`src/rtl/gpc_pkg.sv`:
```
// Package of the 32-pin controller: register offsets, reset values,
// bus answers and the fixed hardware-function maps.
// Assumes a 32-bit AXI4-Lite bus with byte addresses below 0x80.
package gpc_pkg;

    localparam int          NPIN            = 32;
    localparam int          AW              = 8;

    // Register byte offsets.
    localparam logic [7:0]  OFF_LEVEL       = 8'h00;
    localparam logic [7:0]  OFF_SENSE       = 8'h04;
    localparam logic [7:0]  OFF_DRIVE       = 8'h08;
    localparam logic [7:0]  OFF_VALUE       = 8'h0c;
    localparam logic [7:0]  OFF_PULLUP      = 8'h10;
    localparam logic [7:0]  OFF_STRENGTH    = 8'h14;
    localparam logic [7:0]  OFF_RISE_EN     = 8'h18;
    localparam logic [7:0]  OFF_RISE_PEND   = 8'h1c;
    localparam logic [7:0]  OFF_FALL_EN     = 8'h20;
    localparam logic [7:0]  OFF_FALL_PEND   = 8'h24;
    localparam logic [7:0]  OFF_HIGH_EN     = 8'h28;
    localparam logic [7:0]  OFF_HIGH_PEND   = 8'h2c;
    localparam logic [7:0]  OFF_LOW_EN      = 8'h30;
    localparam logic [7:0]  OFF_LOW_PEND    = 8'h34;
    localparam logic [7:0]  OFF_FN_EN       = 8'h38;
    localparam logic [7:0]  OFF_FN_SEL      = 8'h3c;
    localparam logic [7:0]  OFF_INVERT      = 8'h40;
    localparam logic [7:0]  OFF_DIRECT_HI   = 8'h44;
    localparam logic [7:0]  OFF_DIRECT_LO   = 8'h48;
    localparam logic [7:0]  OFF_IRQ_STATUS  = 8'h4c;
    localparam logic [7:0]  OFF_IRQ_MASK    = 8'h50;

    // Every register except the pad output enables clears to zero.
    localparam logic [31:0] RST_ZERO        = 32'h0000_0000;
    // Pads come out of reset not driven.
    localparam logic [31:0] RST_OE_N        = 32'hffff_ffff;

    // Bus answers.
    localparam logic [1:0]  RESP_OKAY       = 2'h0;
    localparam logic [1:0]  RESP_SLVERR     = 2'h2;

    // Pins on which each hardware function exists.
    localparam logic [31:0] FN0_EXISTS      = 32'hfc87_37fc;
    localparam logic [31:0] FN1_EXISTS      = 32'h0078_3c0f;

    // Controls each function takes over: bit 0 value, bit 1 drive enable.
    localparam int          TAKE_VALUE      = 0;
    localparam int          TAKE_DRIVE      = 1;
    localparam logic [1:0]  FN0_TAKES       = 2'h3;
    localparam logic [1:0]  FN1_TAKES       = 2'h3;

endpackage : gpc_pkg
```
`src/rtl/gpc_pin_ctrl.sv`:
```
// 32-pin general purpose pin controller with AXI4-Lite register access.
// Assumes pads are asynchronous and function inputs run on mclk_i.
//
// How it works
// (RULE1) Sense and drive enables are one bit per pin, set independently.
// (RULE2) Drive-level writes always store; reads return the stored value.
// (RULE3) Pin-level read is synchronised level ANDed with sense enable.
// (RULE4) Each pin has its own interrupt line, four conditions enabled separately.
// (RULE5) Pad levels pass two flip-flops before interrupt logic sees them.
// (RULE6) Edge enables arm conditions; a set pending bit raises the pin line.
// (RULE7) Pending bits stay set until software writes one to them.
// (RULE8) Pin interrupt lines leave as ports for any interrupt consumer.
// (RULE9) Each pin has a pull-up enable; reset leaves inputs, pull-ups off.
// (RULE10) Drive strength output follows the drive-strength register.
// (RULE11) The pad output value is XORed with the invert register.
// (RULE12) Per pin, a function enable and select choose one of two functions.
// (RULE13) Each function takes a fixed subset of controls; software keeps the rest.
// (RULE14) Enabling a missing function leaves the pin under software control.
// (RULE15) Sense, drive and pull-up enables reset asynchronously; others synchronously.
// (RULE16) All registers are 32 bits wide with aligned word access.
// (RULE17) Level pending bits set on any cycle at the enabled level.
// (RULE18) Direct enables pass the level or its inverse onto pin lines.
`timescale 1ns/10ps
module gpc_pin_ctrl
    import gpc_pkg::*;
(
    input  wire logic            mclk_i,
    input  wire logic            resetn_i,
    input  wire logic            awvalid_i,
    output logic                 awready_o,
    input  wire logic [AW-1:0]   awaddr_i,
    input  wire logic            wvalid_i,
    output logic                 wready_o,
    input  wire logic [31:0]     wdata_i,
    input  wire logic [3:0]      wstrb_i,
    output logic                 bvalid_o,
    input  wire logic            bready_i,
    output logic      [1:0]      bresp_o,
    input  wire logic            arvalid_i,
    output logic                 arready_o,
    input  wire logic [AW-1:0]   araddr_i,
    output logic                 rvalid_o,
    input  wire logic            rready_i,
    output logic      [31:0]     rdata_o,
    output logic      [1:0]      rresp_o,
    input  wire logic [NPIN-1:0] pad_in_i,
    output logic      [NPIN-1:0] pad_out_o,
    output logic      [NPIN-1:0] pad_oe_n_o,
    output logic      [NPIN-1:0] pad_sense_en_o,
    output logic      [NPIN-1:0] pad_pullup_o,
    output logic      [NPIN-1:0] pad_strength_o,
    input  wire logic [NPIN-1:0] fn0_out_i,
    input  wire logic [NPIN-1:0] fn0_drive_i,
    input  wire logic [NPIN-1:0] fn1_out_i,
    input  wire logic [NPIN-1:0] fn1_drive_i,
    output logic      [NPIN-1:0] fn_level_o,
    output logic      [NPIN-1:0] irq_pin_o,
    output logic                 irq_o
);

    ////////////////////////////////////////////////////////////////////
    // Helper functions.

    // Expands byte strobes into a bit mask.
    function automatic logic [31:0] strb_mask(input logic [3:0] s);
        strb_mask = {{8{s[3]}}, {8{s[2]}}, {8{s[1]}}, {8{s[0]}}};
    endfunction : strb_mask

    // Merges written bytes into an old register value.
    function automatic logic [31:0] wmerge(input logic [31:0] old, input logic [31:0] d,
                                           input logic [3:0] s);
        wmerge = (old & ~strb_mask(s)) | (d & strb_mask(s));
    endfunction : wmerge

    // Sticky update; the set wins over a clear in the same cycle.
    function automatic logic [31:0] pend_next(input logic [31:0] p, input logic [31:0] clr,
                                              input logic [31:0] set);
        pend_next = (p & ~clr) | set;
    endfunction : pend_next

    // Pins where an existing selected function takes over one control.
    function automatic logic [31:0] taken(input logic [31:0] on, input logic [31:0] sel,
                                          input int k);
        taken = on & ((sel & {32{FN1_TAKES[k]}}) | (~sel & {32{FN0_TAKES[k]}}));
    endfunction : taken

    ////////////////////////////////////////////////////////////////////
    // Registers.

    logic [31:0] sense_en, drive_en, pullup_en;
    logic [31:0] drive_level, strength, rise_en, rise_pend, fall_en, fall_pend;
    logic [31:0] high_en, high_pend, low_en, low_pend, fn_en, fn_sel, invert;
    logic [31:0] direct_hi, direct_lo, irq_status, irq_mask;
    logic [31:0] pin_sync, lvl_prev;
    logic        aw_full, w_full;
    logic [AW-1:0] aw_addr;
    logic [31:0] w_data;
    logic [3:0]  w_strb;

    ////////////////////////////////////////////////////////////////////
    // AXI4-Lite write channel: address and data are held until both arrive.

    wire         aw_take  = awvalid_i & awready_o;
    wire         w_take   = wvalid_i & wready_o;
    wire         do_wr    = aw_full & w_full & ~bvalid_o;
    wire         next_aw  = (aw_full | aw_take) & ~do_wr;
    wire         next_w   = (w_full | w_take) & ~do_wr;
    wire [7:0]   wa       = aw_addr;
    wire         wr_ok    = (wa[1:0] == 2'h0) && (wa <= OFF_IRQ_MASK) && (wa != OFF_LEVEL);
    wire [31:0]  wm       = strb_mask(w_strb);

    // Ready is registered, so a held channel refuses the next item.
    always_ff @(posedge mclk_i) begin
        if (!resetn_i) begin
            aw_full   <= 1'b0;
            w_full    <= 1'b0;
            awready_o <= 1'b0;
            wready_o  <= 1'b0;
            bvalid_o  <= 1'b0;
            bresp_o   <= RESP_OKAY;
            aw_addr   <= '0;
            w_data    <= RST_ZERO;
            w_strb    <= 4'h0;
        end else begin
            aw_full   <= next_aw;
            w_full    <= next_w;
            awready_o <= ~next_aw;
            wready_o  <= ~next_w;
            if (aw_take) aw_addr <= awaddr_i;
            if (w_take) begin
                w_data <= wdata_i;
                w_strb <= wstrb_i;
            end
            if (do_wr) begin
                bvalid_o <= 1'b1;
                bresp_o  <= wr_ok ? RESP_OKAY : RESP_SLVERR;
            end else if (bready_i) begin
                bvalid_o <= 1'b0;
            end
        end
    end

    // Per-register write strobes.
    wire we_sense  = do_wr && wa == OFF_SENSE;
    wire we_drive  = do_wr && wa == OFF_DRIVE;
    wire we_value  = do_wr && wa == OFF_VALUE;
    wire we_pullup = do_wr && wa == OFF_PULLUP;
    wire [31:0] clr_rise = (do_wr && wa == OFF_RISE_PEND)  ? (w_data & wm) : RST_ZERO;
    wire [31:0] clr_fall = (do_wr && wa == OFF_FALL_PEND)  ? (w_data & wm) : RST_ZERO;
    wire [31:0] clr_high = (do_wr && wa == OFF_HIGH_PEND)  ? (w_data & wm) : RST_ZERO;
    wire [31:0] clr_low  = (do_wr && wa == OFF_LOW_PEND)   ? (w_data & wm) : RST_ZERO;
    wire [31:0] clr_stat = (do_wr && wa == OFF_IRQ_STATUS) ? (w_data & wm) : RST_ZERO;

    ////////////////////////////////////////////////////////////////////
    // Pad-facing enables reset at once; the pads themselves float only at the next clock edge under reset.

    always_ff @(posedge mclk_i or negedge resetn_i) begin
        if (!resetn_i) begin
            sense_en  <= RST_ZERO; // RULE15 RULE9
            drive_en  <= RST_ZERO;
            pullup_en <= RST_ZERO;
        end else begin
            if (we_sense) sense_en <= wmerge(sense_en, w_data, w_strb); // RULE1
            if (we_drive) drive_en <= wmerge(drive_en, w_data, w_strb); // RULE1
            if (we_pullup) pullup_en <= wmerge(pullup_en, w_data, w_strb); // RULE9
        end
    end

    // Plain software registers, stored whatever the drive state.
    always_ff @(posedge mclk_i) begin
        if (!resetn_i) begin
            drive_level <= RST_ZERO; // RULE15
            strength    <= RST_ZERO;
            rise_en     <= RST_ZERO;
            fall_en     <= RST_ZERO;
            high_en     <= RST_ZERO;
            low_en      <= RST_ZERO;
            fn_en       <= RST_ZERO;
            fn_sel      <= RST_ZERO;
            invert      <= RST_ZERO;
            direct_hi   <= RST_ZERO;
            direct_lo   <= RST_ZERO;
            irq_mask    <= RST_ZERO;
        end else if (do_wr) begin
            case (wa)
                OFF_VALUE:     drive_level <= wmerge(drive_level, w_data, w_strb); // RULE2
                OFF_STRENGTH:  strength    <= wmerge(strength, w_data, w_strb);
                OFF_RISE_EN:   rise_en     <= wmerge(rise_en, w_data, w_strb);
                OFF_FALL_EN:   fall_en     <= wmerge(fall_en, w_data, w_strb);
                OFF_HIGH_EN:   high_en     <= wmerge(high_en, w_data, w_strb);
                OFF_LOW_EN:    low_en      <= wmerge(low_en, w_data, w_strb);
                OFF_FN_EN:     fn_en       <= wmerge(fn_en, w_data, w_strb); // RULE12
                OFF_FN_SEL:    fn_sel      <= wmerge(fn_sel, w_data, w_strb); // RULE12
                OFF_INVERT:    invert      <= wmerge(invert, w_data, w_strb);
                OFF_DIRECT_HI: direct_hi   <= wmerge(direct_hi, w_data, w_strb);
                OFF_DIRECT_LO: direct_lo   <= wmerge(direct_lo, w_data, w_strb);
                OFF_IRQ_MASK:  irq_mask    <= wmerge(irq_mask, w_data, w_strb);
                default: ;
            endcase
        end
    end

    ////////////////////////////////////////////////////////////////////
    // Input sampling and condition detection.

    gpc_pin_sync u_sync (
        .mclk_i   (mclk_i),
        .resetn_i (resetn_i),
        .async_i  (pad_in_i),
        .sync_o   (pin_sync)
    ); // RULE5

    // Only sensed pins are seen; a short pulse may be missed by design.
    wire [31:0] lvl      = pin_sync & sense_en; // RULE3
    wire [31:0] rise     = lvl & ~lvl_prev & rise_en; // RULE6
    wire [31:0] fall     = ~lvl & lvl_prev & fall_en; // RULE6
    wire [31:0] high_set = lvl & high_en; // RULE17
    wire [31:0] low_set  = ~lvl & low_en; // RULE17
    wire [31:0] next_rise_pend = pend_next(rise_pend, clr_rise, rise); // RULE7
    wire [31:0] next_fall_pend = pend_next(fall_pend, clr_fall, fall); // RULE7
    wire [31:0] next_high_pend = pend_next(high_pend, clr_high, high_set); // RULE7
    wire [31:0] next_low_pend  = pend_next(low_pend, clr_low, low_set); // RULE7

    // Pin line: any pending bit, plus the direct level paths.
    wire [31:0] next_irq_pin = rise_pend | fall_pend | high_pend | low_pend // RULE4 RULE6
                             | (direct_hi & lvl) | (direct_lo & ~lvl); // RULE18
    wire [31:0] next_status  = pend_next(irq_status, clr_stat, next_irq_pin);

    // Pending state and the interrupt outputs.
    always_ff @(posedge mclk_i) begin
        if (!resetn_i) begin
            lvl_prev   <= RST_ZERO;
            rise_pend  <= RST_ZERO;
            fall_pend  <= RST_ZERO;
            high_pend  <= RST_ZERO;
            low_pend   <= RST_ZERO;
            irq_status <= RST_ZERO;
            irq_pin_o  <= RST_ZERO;
            irq_o      <= 1'b0;
            fn_level_o <= RST_ZERO;
        end else begin
            lvl_prev   <= lvl;
            rise_pend  <= next_rise_pend;
            fall_pend  <= next_fall_pend;
            high_pend  <= next_high_pend;
            low_pend   <= next_low_pend;
            irq_status <= next_status;
            irq_pin_o  <= next_irq_pin; // RULE8
            irq_o      <= |(irq_status & irq_mask);
            fn_level_o <= lvl;
        end
    end

    ////////////////////////////////////////////////////////////////////
    // Pad control: a missing function falls back to software.

    wire [31:0] fn_on    = fn_en & ((fn_sel & FN1_EXISTS) | (~fn_sel & FN0_EXISTS)); // RULE14
    wire [31:0] tk_value = taken(fn_on, fn_sel, TAKE_VALUE); // RULE13
    wire [31:0] tk_drive = taken(fn_on, fn_sel, TAKE_DRIVE); // RULE13
    wire [31:0] fn_out   = (fn_sel & fn1_out_i) | (~fn_sel & fn0_out_i); // RULE12
    wire [31:0] fn_drv   = (fn_sel & fn1_drive_i) | (~fn_sel & fn0_drive_i);
    wire [31:0] out_src  = (tk_value & fn_out) | (~tk_value & drive_level);
    wire [31:0] drv_src  = (tk_drive & fn_drv) | (~tk_drive & drive_en);

    // Pads are registered so every output leaves a flip-flop.
    always_ff @(posedge mclk_i) begin
        if (!resetn_i) begin
            pad_out_o      <= RST_ZERO;
            pad_oe_n_o     <= RST_OE_N; // RULE9
            pad_sense_en_o <= RST_ZERO;
            pad_pullup_o   <= RST_ZERO;
            pad_strength_o <= RST_ZERO;
        end else begin
            pad_out_o      <= out_src ^ invert; // RULE11
            pad_oe_n_o     <= ~drv_src;
            pad_sense_en_o <= sense_en;
            pad_pullup_o   <= pullup_en; // RULE9
            pad_strength_o <= strength; // RULE10
        end
    end

    ////////////////////////////////////////////////////////////////////
    // AXI4-Lite read channel: one read at a time, answered next cycle.

    wire        ar_take = arvalid_i & arready_o;
    wire        next_rv = (rvalid_o & ~rready_i) | ar_take;
    logic [31:0] rd_mux;
    logic        rd_ok;

    // Read selection; reserved or unmapped words read zero with an error.
    always_comb begin
        rd_ok  = (araddr_i[1:0] == 2'h0);
        rd_mux = RST_ZERO;
        case (araddr_i)
            OFF_LEVEL:      rd_mux = lvl; // RULE3
            OFF_SENSE:      rd_mux = sense_en;
            OFF_DRIVE:      rd_mux = drive_en;
            OFF_VALUE:      rd_mux = drive_level; // RULE2
            OFF_PULLUP:     rd_mux = pullup_en;
            OFF_STRENGTH:   rd_mux = strength;
            OFF_RISE_EN:    rd_mux = rise_en;
            OFF_RISE_PEND:  rd_mux = rise_pend;
            OFF_FALL_EN:    rd_mux = fall_en;
            OFF_FALL_PEND:  rd_mux = fall_pend;
            OFF_HIGH_EN:    rd_mux = high_en;
            OFF_HIGH_PEND:  rd_mux = high_pend;
            OFF_LOW_EN:     rd_mux = low_en;
            OFF_LOW_PEND:   rd_mux = low_pend;
            OFF_FN_EN:      rd_mux = fn_en;
            OFF_FN_SEL:     rd_mux = fn_sel;
            OFF_INVERT:     rd_mux = invert;
            OFF_DIRECT_HI:  rd_mux = direct_hi;
            OFF_DIRECT_LO:  rd_mux = direct_lo;
            OFF_IRQ_STATUS: rd_mux = irq_status;
            OFF_IRQ_MASK:   rd_mux = irq_mask;
            default:        rd_ok  = 1'b0;
        endcase
    end

    // Read answer registers.
    always_ff @(posedge mclk_i) begin
        if (!resetn_i) begin
            rvalid_o  <= 1'b0;
            arready_o <= 1'b0;
            rdata_o   <= RST_ZERO;
            rresp_o   <= RESP_OKAY;
        end else begin
            rvalid_o  <= next_rv;
            arready_o <= ~next_rv;
            if (ar_take) begin
                rdata_o <= rd_mux; // RULE16
                rresp_o <= rd_ok ? RESP_OKAY : RESP_SLVERR;
            end
        end
    end
endmodule : gpc_pin_ctrl

```
`src/rtl/gpc_pin_sync.sv`:
```
// Two-stage synchroniser for the 32 pad input levels.
// Assumes the pads are asynchronous to mclk_i.
`timescale 1ns/10ps
module gpc_pin_sync
    import gpc_pkg::*;
(
    input  wire logic            mclk_i,
    input  wire logic            resetn_i,
    input  wire logic [NPIN-1:0] async_i,
    output logic      [NPIN-1:0] sync_o
);

    logic [NPIN-1:0] meta;

    // The first stage feeds only the second stage, limiting metastability.
    always_ff @(posedge mclk_i) begin
        if (!resetn_i) begin
            meta   <= RST_ZERO;
            sync_o <= RST_ZERO;
        end else begin
            meta   <= async_i;
            sync_o <= meta;
        end
    end

endmodule : gpc_pin_sync

```
`config.mk`:
```
export PLATFORM = sky130hd
export DESIGN_NAME = gpc_pin_ctrl
export DESIGN_NICKNAME = d
export VERILOG_FILES = /design/src/rtl/gpc_pkg.sv /design/src/rtl/gpc_pin_ctrl.sv /design/src/rtl/gpc_pin_sync.sv
export SDC_FILE = /design/constraint.sdc
export NUM_CORES = 2
export LEC_CHECK = 0
export BUFFER_PORTS_ARGS = -buffer_cell sky130_fd_sc_hd__buf_2
export CAP_MARGIN = 30
export CORE_UTILIZATION = 40
export DETAILED_ROUTE_END_ITERATION = 6
export GPL_TIMING_DRIVEN = 1
export PLACE_DENSITY_LB_ADDON = 0.12
export SLEW_MARGIN = 40
export SYNTH_ARGS = -nofsm -noshare
export SYNTH_HDL_FRONTEND = slang
export SYNTH_SLANG_ARGS = --single-unit
```
`constraint.sdc`:
```
create_clock -name mclk_i -period 2 [get_ports mclk_i]
set_input_delay 0.2 -clock mclk_i [delete_from_list [all_inputs] [get_ports mclk_i]]
set_output_delay 0.2 -clock mclk_i [all_outputs]
set_load 0.1 [all_outputs]
```
==> flow_metrics.tcl <==
set metrics [dict create \
    place_ws_ns -0.429 \
    crit_path_end_kind "flop" \
    wl_mm 216 \
    grt-ovfl-total 0 \
    antenna_found_initial 12 \
    synth_warnings 0 \
    synth.avg_cell_area_um2 8.86 \
    startpoint_type "flop" \
    combPwrFrac_pct 6.8 \
    maxSlewHeadroom_pct 37.1 \
    worst-r2r-cell-count 8 \
    die-area_um2 107000 \
    die_x_um 327 \
    synth-edff-count 0 \
    max_freq_mhz 466 \
    status "finished, violations left" \
    grt_pass1_vias 41100 \
    n_fill_cell 9571 \
    yosysMostFrequentCell "dfxtp_1" \
    r2r_slack_ns -0.15 \
    cpMaxStageDelayCell "or4_4" \
    tns_ns -18.09 \
    arrival_ns 2.81 \
    die_height_um 327 \
    syn_inst 4767 \
    max_cap_violations 0 \
    setup_viol 350 \
    r2r-start "aw_addr[0]" \
    seq_power_share_pct 45.1 \
    startpoint "aw_addr[0]" \
    area_growth_pct 37.2 \
    grt_max_degree 109 \
    yosysUniqueCellTypes 85 \
    cts_max_path_buffers 3 \
    ys_ff_latch 1014 \
    port_buffers 420 \
    crit_fanout 8 \
    cpPeakStageDelay_ns 0.62 \
    drtIter0Drc 5786 \
    power.total_mw 45.5 \
    clkLatencyLatePin_ns 0.73 \
    hold_class "in2reg" \
    synthFlopType "dfxtp_1" \
    cts_root_buf "clkbuf_16" \
    final_cells 7173 \
    vias 43500 \
    violations "negative setup slack" \
    timing.final.crit_share_pct 107 \
    fin_ws_ns -0.146 \
    coreArea_um2 104000 \
    ir_drop_uv 678 \
    yosysTopAreaCell "dfxtp_1" \
    ys_top_cells_by_count "dfxtp_1, nand2_1, a21oi_1, nand3_1, clkbuf_1" \
    placed_cells 6772 \
    synthArstFlopShare_pct 9.47 \
    drv_slew 0 \
    gp_congestion 1.03 \
    dr.pass1.iters 7 \
    worstMarginPinSlew_ns 0.940 \
    cts_inserted_buffers 110 \
    cts_num_sinks 1014 \
    grt_pass1_wl_mm 300 \
    drt.antenna.violating_nets 0 \
    h-tree-depth 3 \
    hold_path_end "pad_out_o[3]" \
    synth.area.top_cells "dfxtp_1, a21oi_1, nand2_1" \
    ios 485 \
    seqCellArea_um2 20800 \
    power.share.clock_pct 48.1 \
    wl_per_cell_um 30.1 \
    holdPathStages 5 \
    grtUsageTotal_pct 38.7 \
    core.rowCount 118 \
    fin_crit_ns 2.15 \
    p_switching_mw 11.2 \
    vias_per_cell 6.06 \
    hold_violations 0 \
    dp_hpwl_mm 153 \
    clkTransAtPathRegs_ns 0.07 \
    nNetsFinal 5911 \
    grt_setup_unrepaired "true" \
    synth_area_um2 42200 \
    worst_path_most_repeated_cell "buf_6" \
    fin_skew_ns 0.0239 \
    critPathRequiredTime_ns 2.67 \
    cts_tree "done" \
    drc 0 \
    layout-drive-gt1-share_pct 30.7 \
    p_leak_nw 22.5 \
    initial_core_util_pct 40.6 \
    p_int_mw 34.2 \
    hp-start "fn1_out_i[3]" \
    multi_input_area_um2 21300 \
    power.density_nw_per_um2 784 \
    yosysTopAreaCellShare_pct 43.5 \
    swShare_pct 24.7 \
    worstPathCellList "or4_4, buf_6, nor4_4, buf_12, and2_4, buf_6, nand2_1, a21oi_2" \
    ys_seq_area_share_pct 49.2 \
    worstSetupPathType "reg2reg" \
    final_util_pct 55.7 \
]
==> worst max path at each step <==
stage	to	cells after the start	slack [ns]
final	flop	8	-0.15
after global routing	flop	8	-0.21
after CTS	flop	7	-0.14
after detailed placement	flop	6	-0.43
after global placement	flop	6	-0.42
after floorplan	flop	6	-0.05
==> through the flow <==
step / instance area, µm² / hold WS (ns)
after floorplan: 42300 / -0.0956
after global placement: 50100 / 0.0575
after detailed placement: 50100 / 0.0555
after CTS: 56600 / 0.0000951
after global routing: 58000 / 0.0548
final: 58000 / 0.0217
==> cell type report <==
cell class / count / area share [%]
diodes: 3 / 0.0129
clock buffers: 152 / 5.41
clock inverters: 58 / 1.20
inverters: 7 / 0.0583
multi-input cells: 3349 / 36.8
flip-flops and latches: 1014 / 35.9
well taps: 1380 / 2.98
repair buffers: 1210 / 17.7
==> cells in the final DEF, fill, tap and decap left out, types with 14 or more instances in the layout <==
cell type,synthesis,layout
nand3_2,1,40
xor2_1,24,24
nor4_4,15,16
o22ai_1,32,32
o211ai_1,57,57
bufinv_16,0,14
nand2b_1,42,41
and2_1,174,169
clkbuf_1,211,23
clkbuf_8,0,16
buf_2,122,417
a22o_1,14,14
clkbuf_16,0,120
nand2_1,775,636
nand4b_1,31,31
nand3_1,441,390
a32oi_1,39,39
o21ai_2,0,18
a211oi_1,28,28
buf_4,7,461
nor3_1,16,14
nor4_1,44,43
nor2b_1,29,27
o21ai_0,204,179
dfxtp_1,918,907
a21oi_1,598,505
clkinv_2,0,28
nand2_2,12,91
nor2_1,142,141
buf_12,0,110
mux2_2,150,149
a221oi_1,17,17
dlygate4sd3_1,0,153
nand3b_1,23,23
a21oi_2,0,93
nand2_4,0,48
mux2i_1,155,155
buf_6,11,46
a22oi_1,112,112
dfrtp_1,96,96
==> layer usage <==
layer / wire (µm) / GRT usage [%] / part of all wire (%)
met1: 87400 / 52.5 / 41
met2: 92800 / 58.9 / 43
met3: 23000 / 7.68 / 11
met4: 12500 / 18.2 / 5.8
met5: 86 / 0 / 0.040
==> cell families (layout without fill, tap and decap cells) <==
group | after synthesis | count (layout) | share of synthesized area [%]
compound gates | 1190 | 1190 | 16.8
xor+xnor | 33 | 33 | 0.684
buf+inv | 405 | 1427 | 4.31
flops | 1014 | 1014 | 49.2
mux | 310 | 310 | 7.80
other cells | 1 | 5 | 0.00888
simple gates | 1814 | 1814 | 21.2
==> power by group through the flow <==
| stage | Clock (mW) | Combinational (mW) | Sequential (mW) |
|---|---|---|---|
| 2_1_floorplan | 0 | 1.11 | 20.9 |
| 3_5_place_dp | 0 | 2.66 | 20.9 |
| 3_3_place_gp | 0 | 2.65 | 20.9 |
| 4_1_cts | 22.0 | 2.94 | 20.5 |
| 6_report | 21.8 | 3.09 | 20.5 |
| 5_1_grt | 22.8 | 3.15 | 20.5 |
==> timing repair <==
item,4_1_cts,5_1_grt
hold endpoints to repair,244,0
resized for setup,208,366
pin swaps,91,117
cloned,5,7
hold buffers,153,0
setup buffers,31,8
setup endpoints to repair,497,570
==> critical path: cells and delay by family, from the launching register on <==
| kind | cells | cell delay, ns |
|---|---|---|
| AND/OR/NAND/NOR | 4 | 1.12 |
| AO/OA/AOI/OAI | 1 | 0.14 |
| flip-flops | 1 | 0.33 |
| buffers and inverters | 3 | 0.50 |
(Power assumes the default switching activity.)
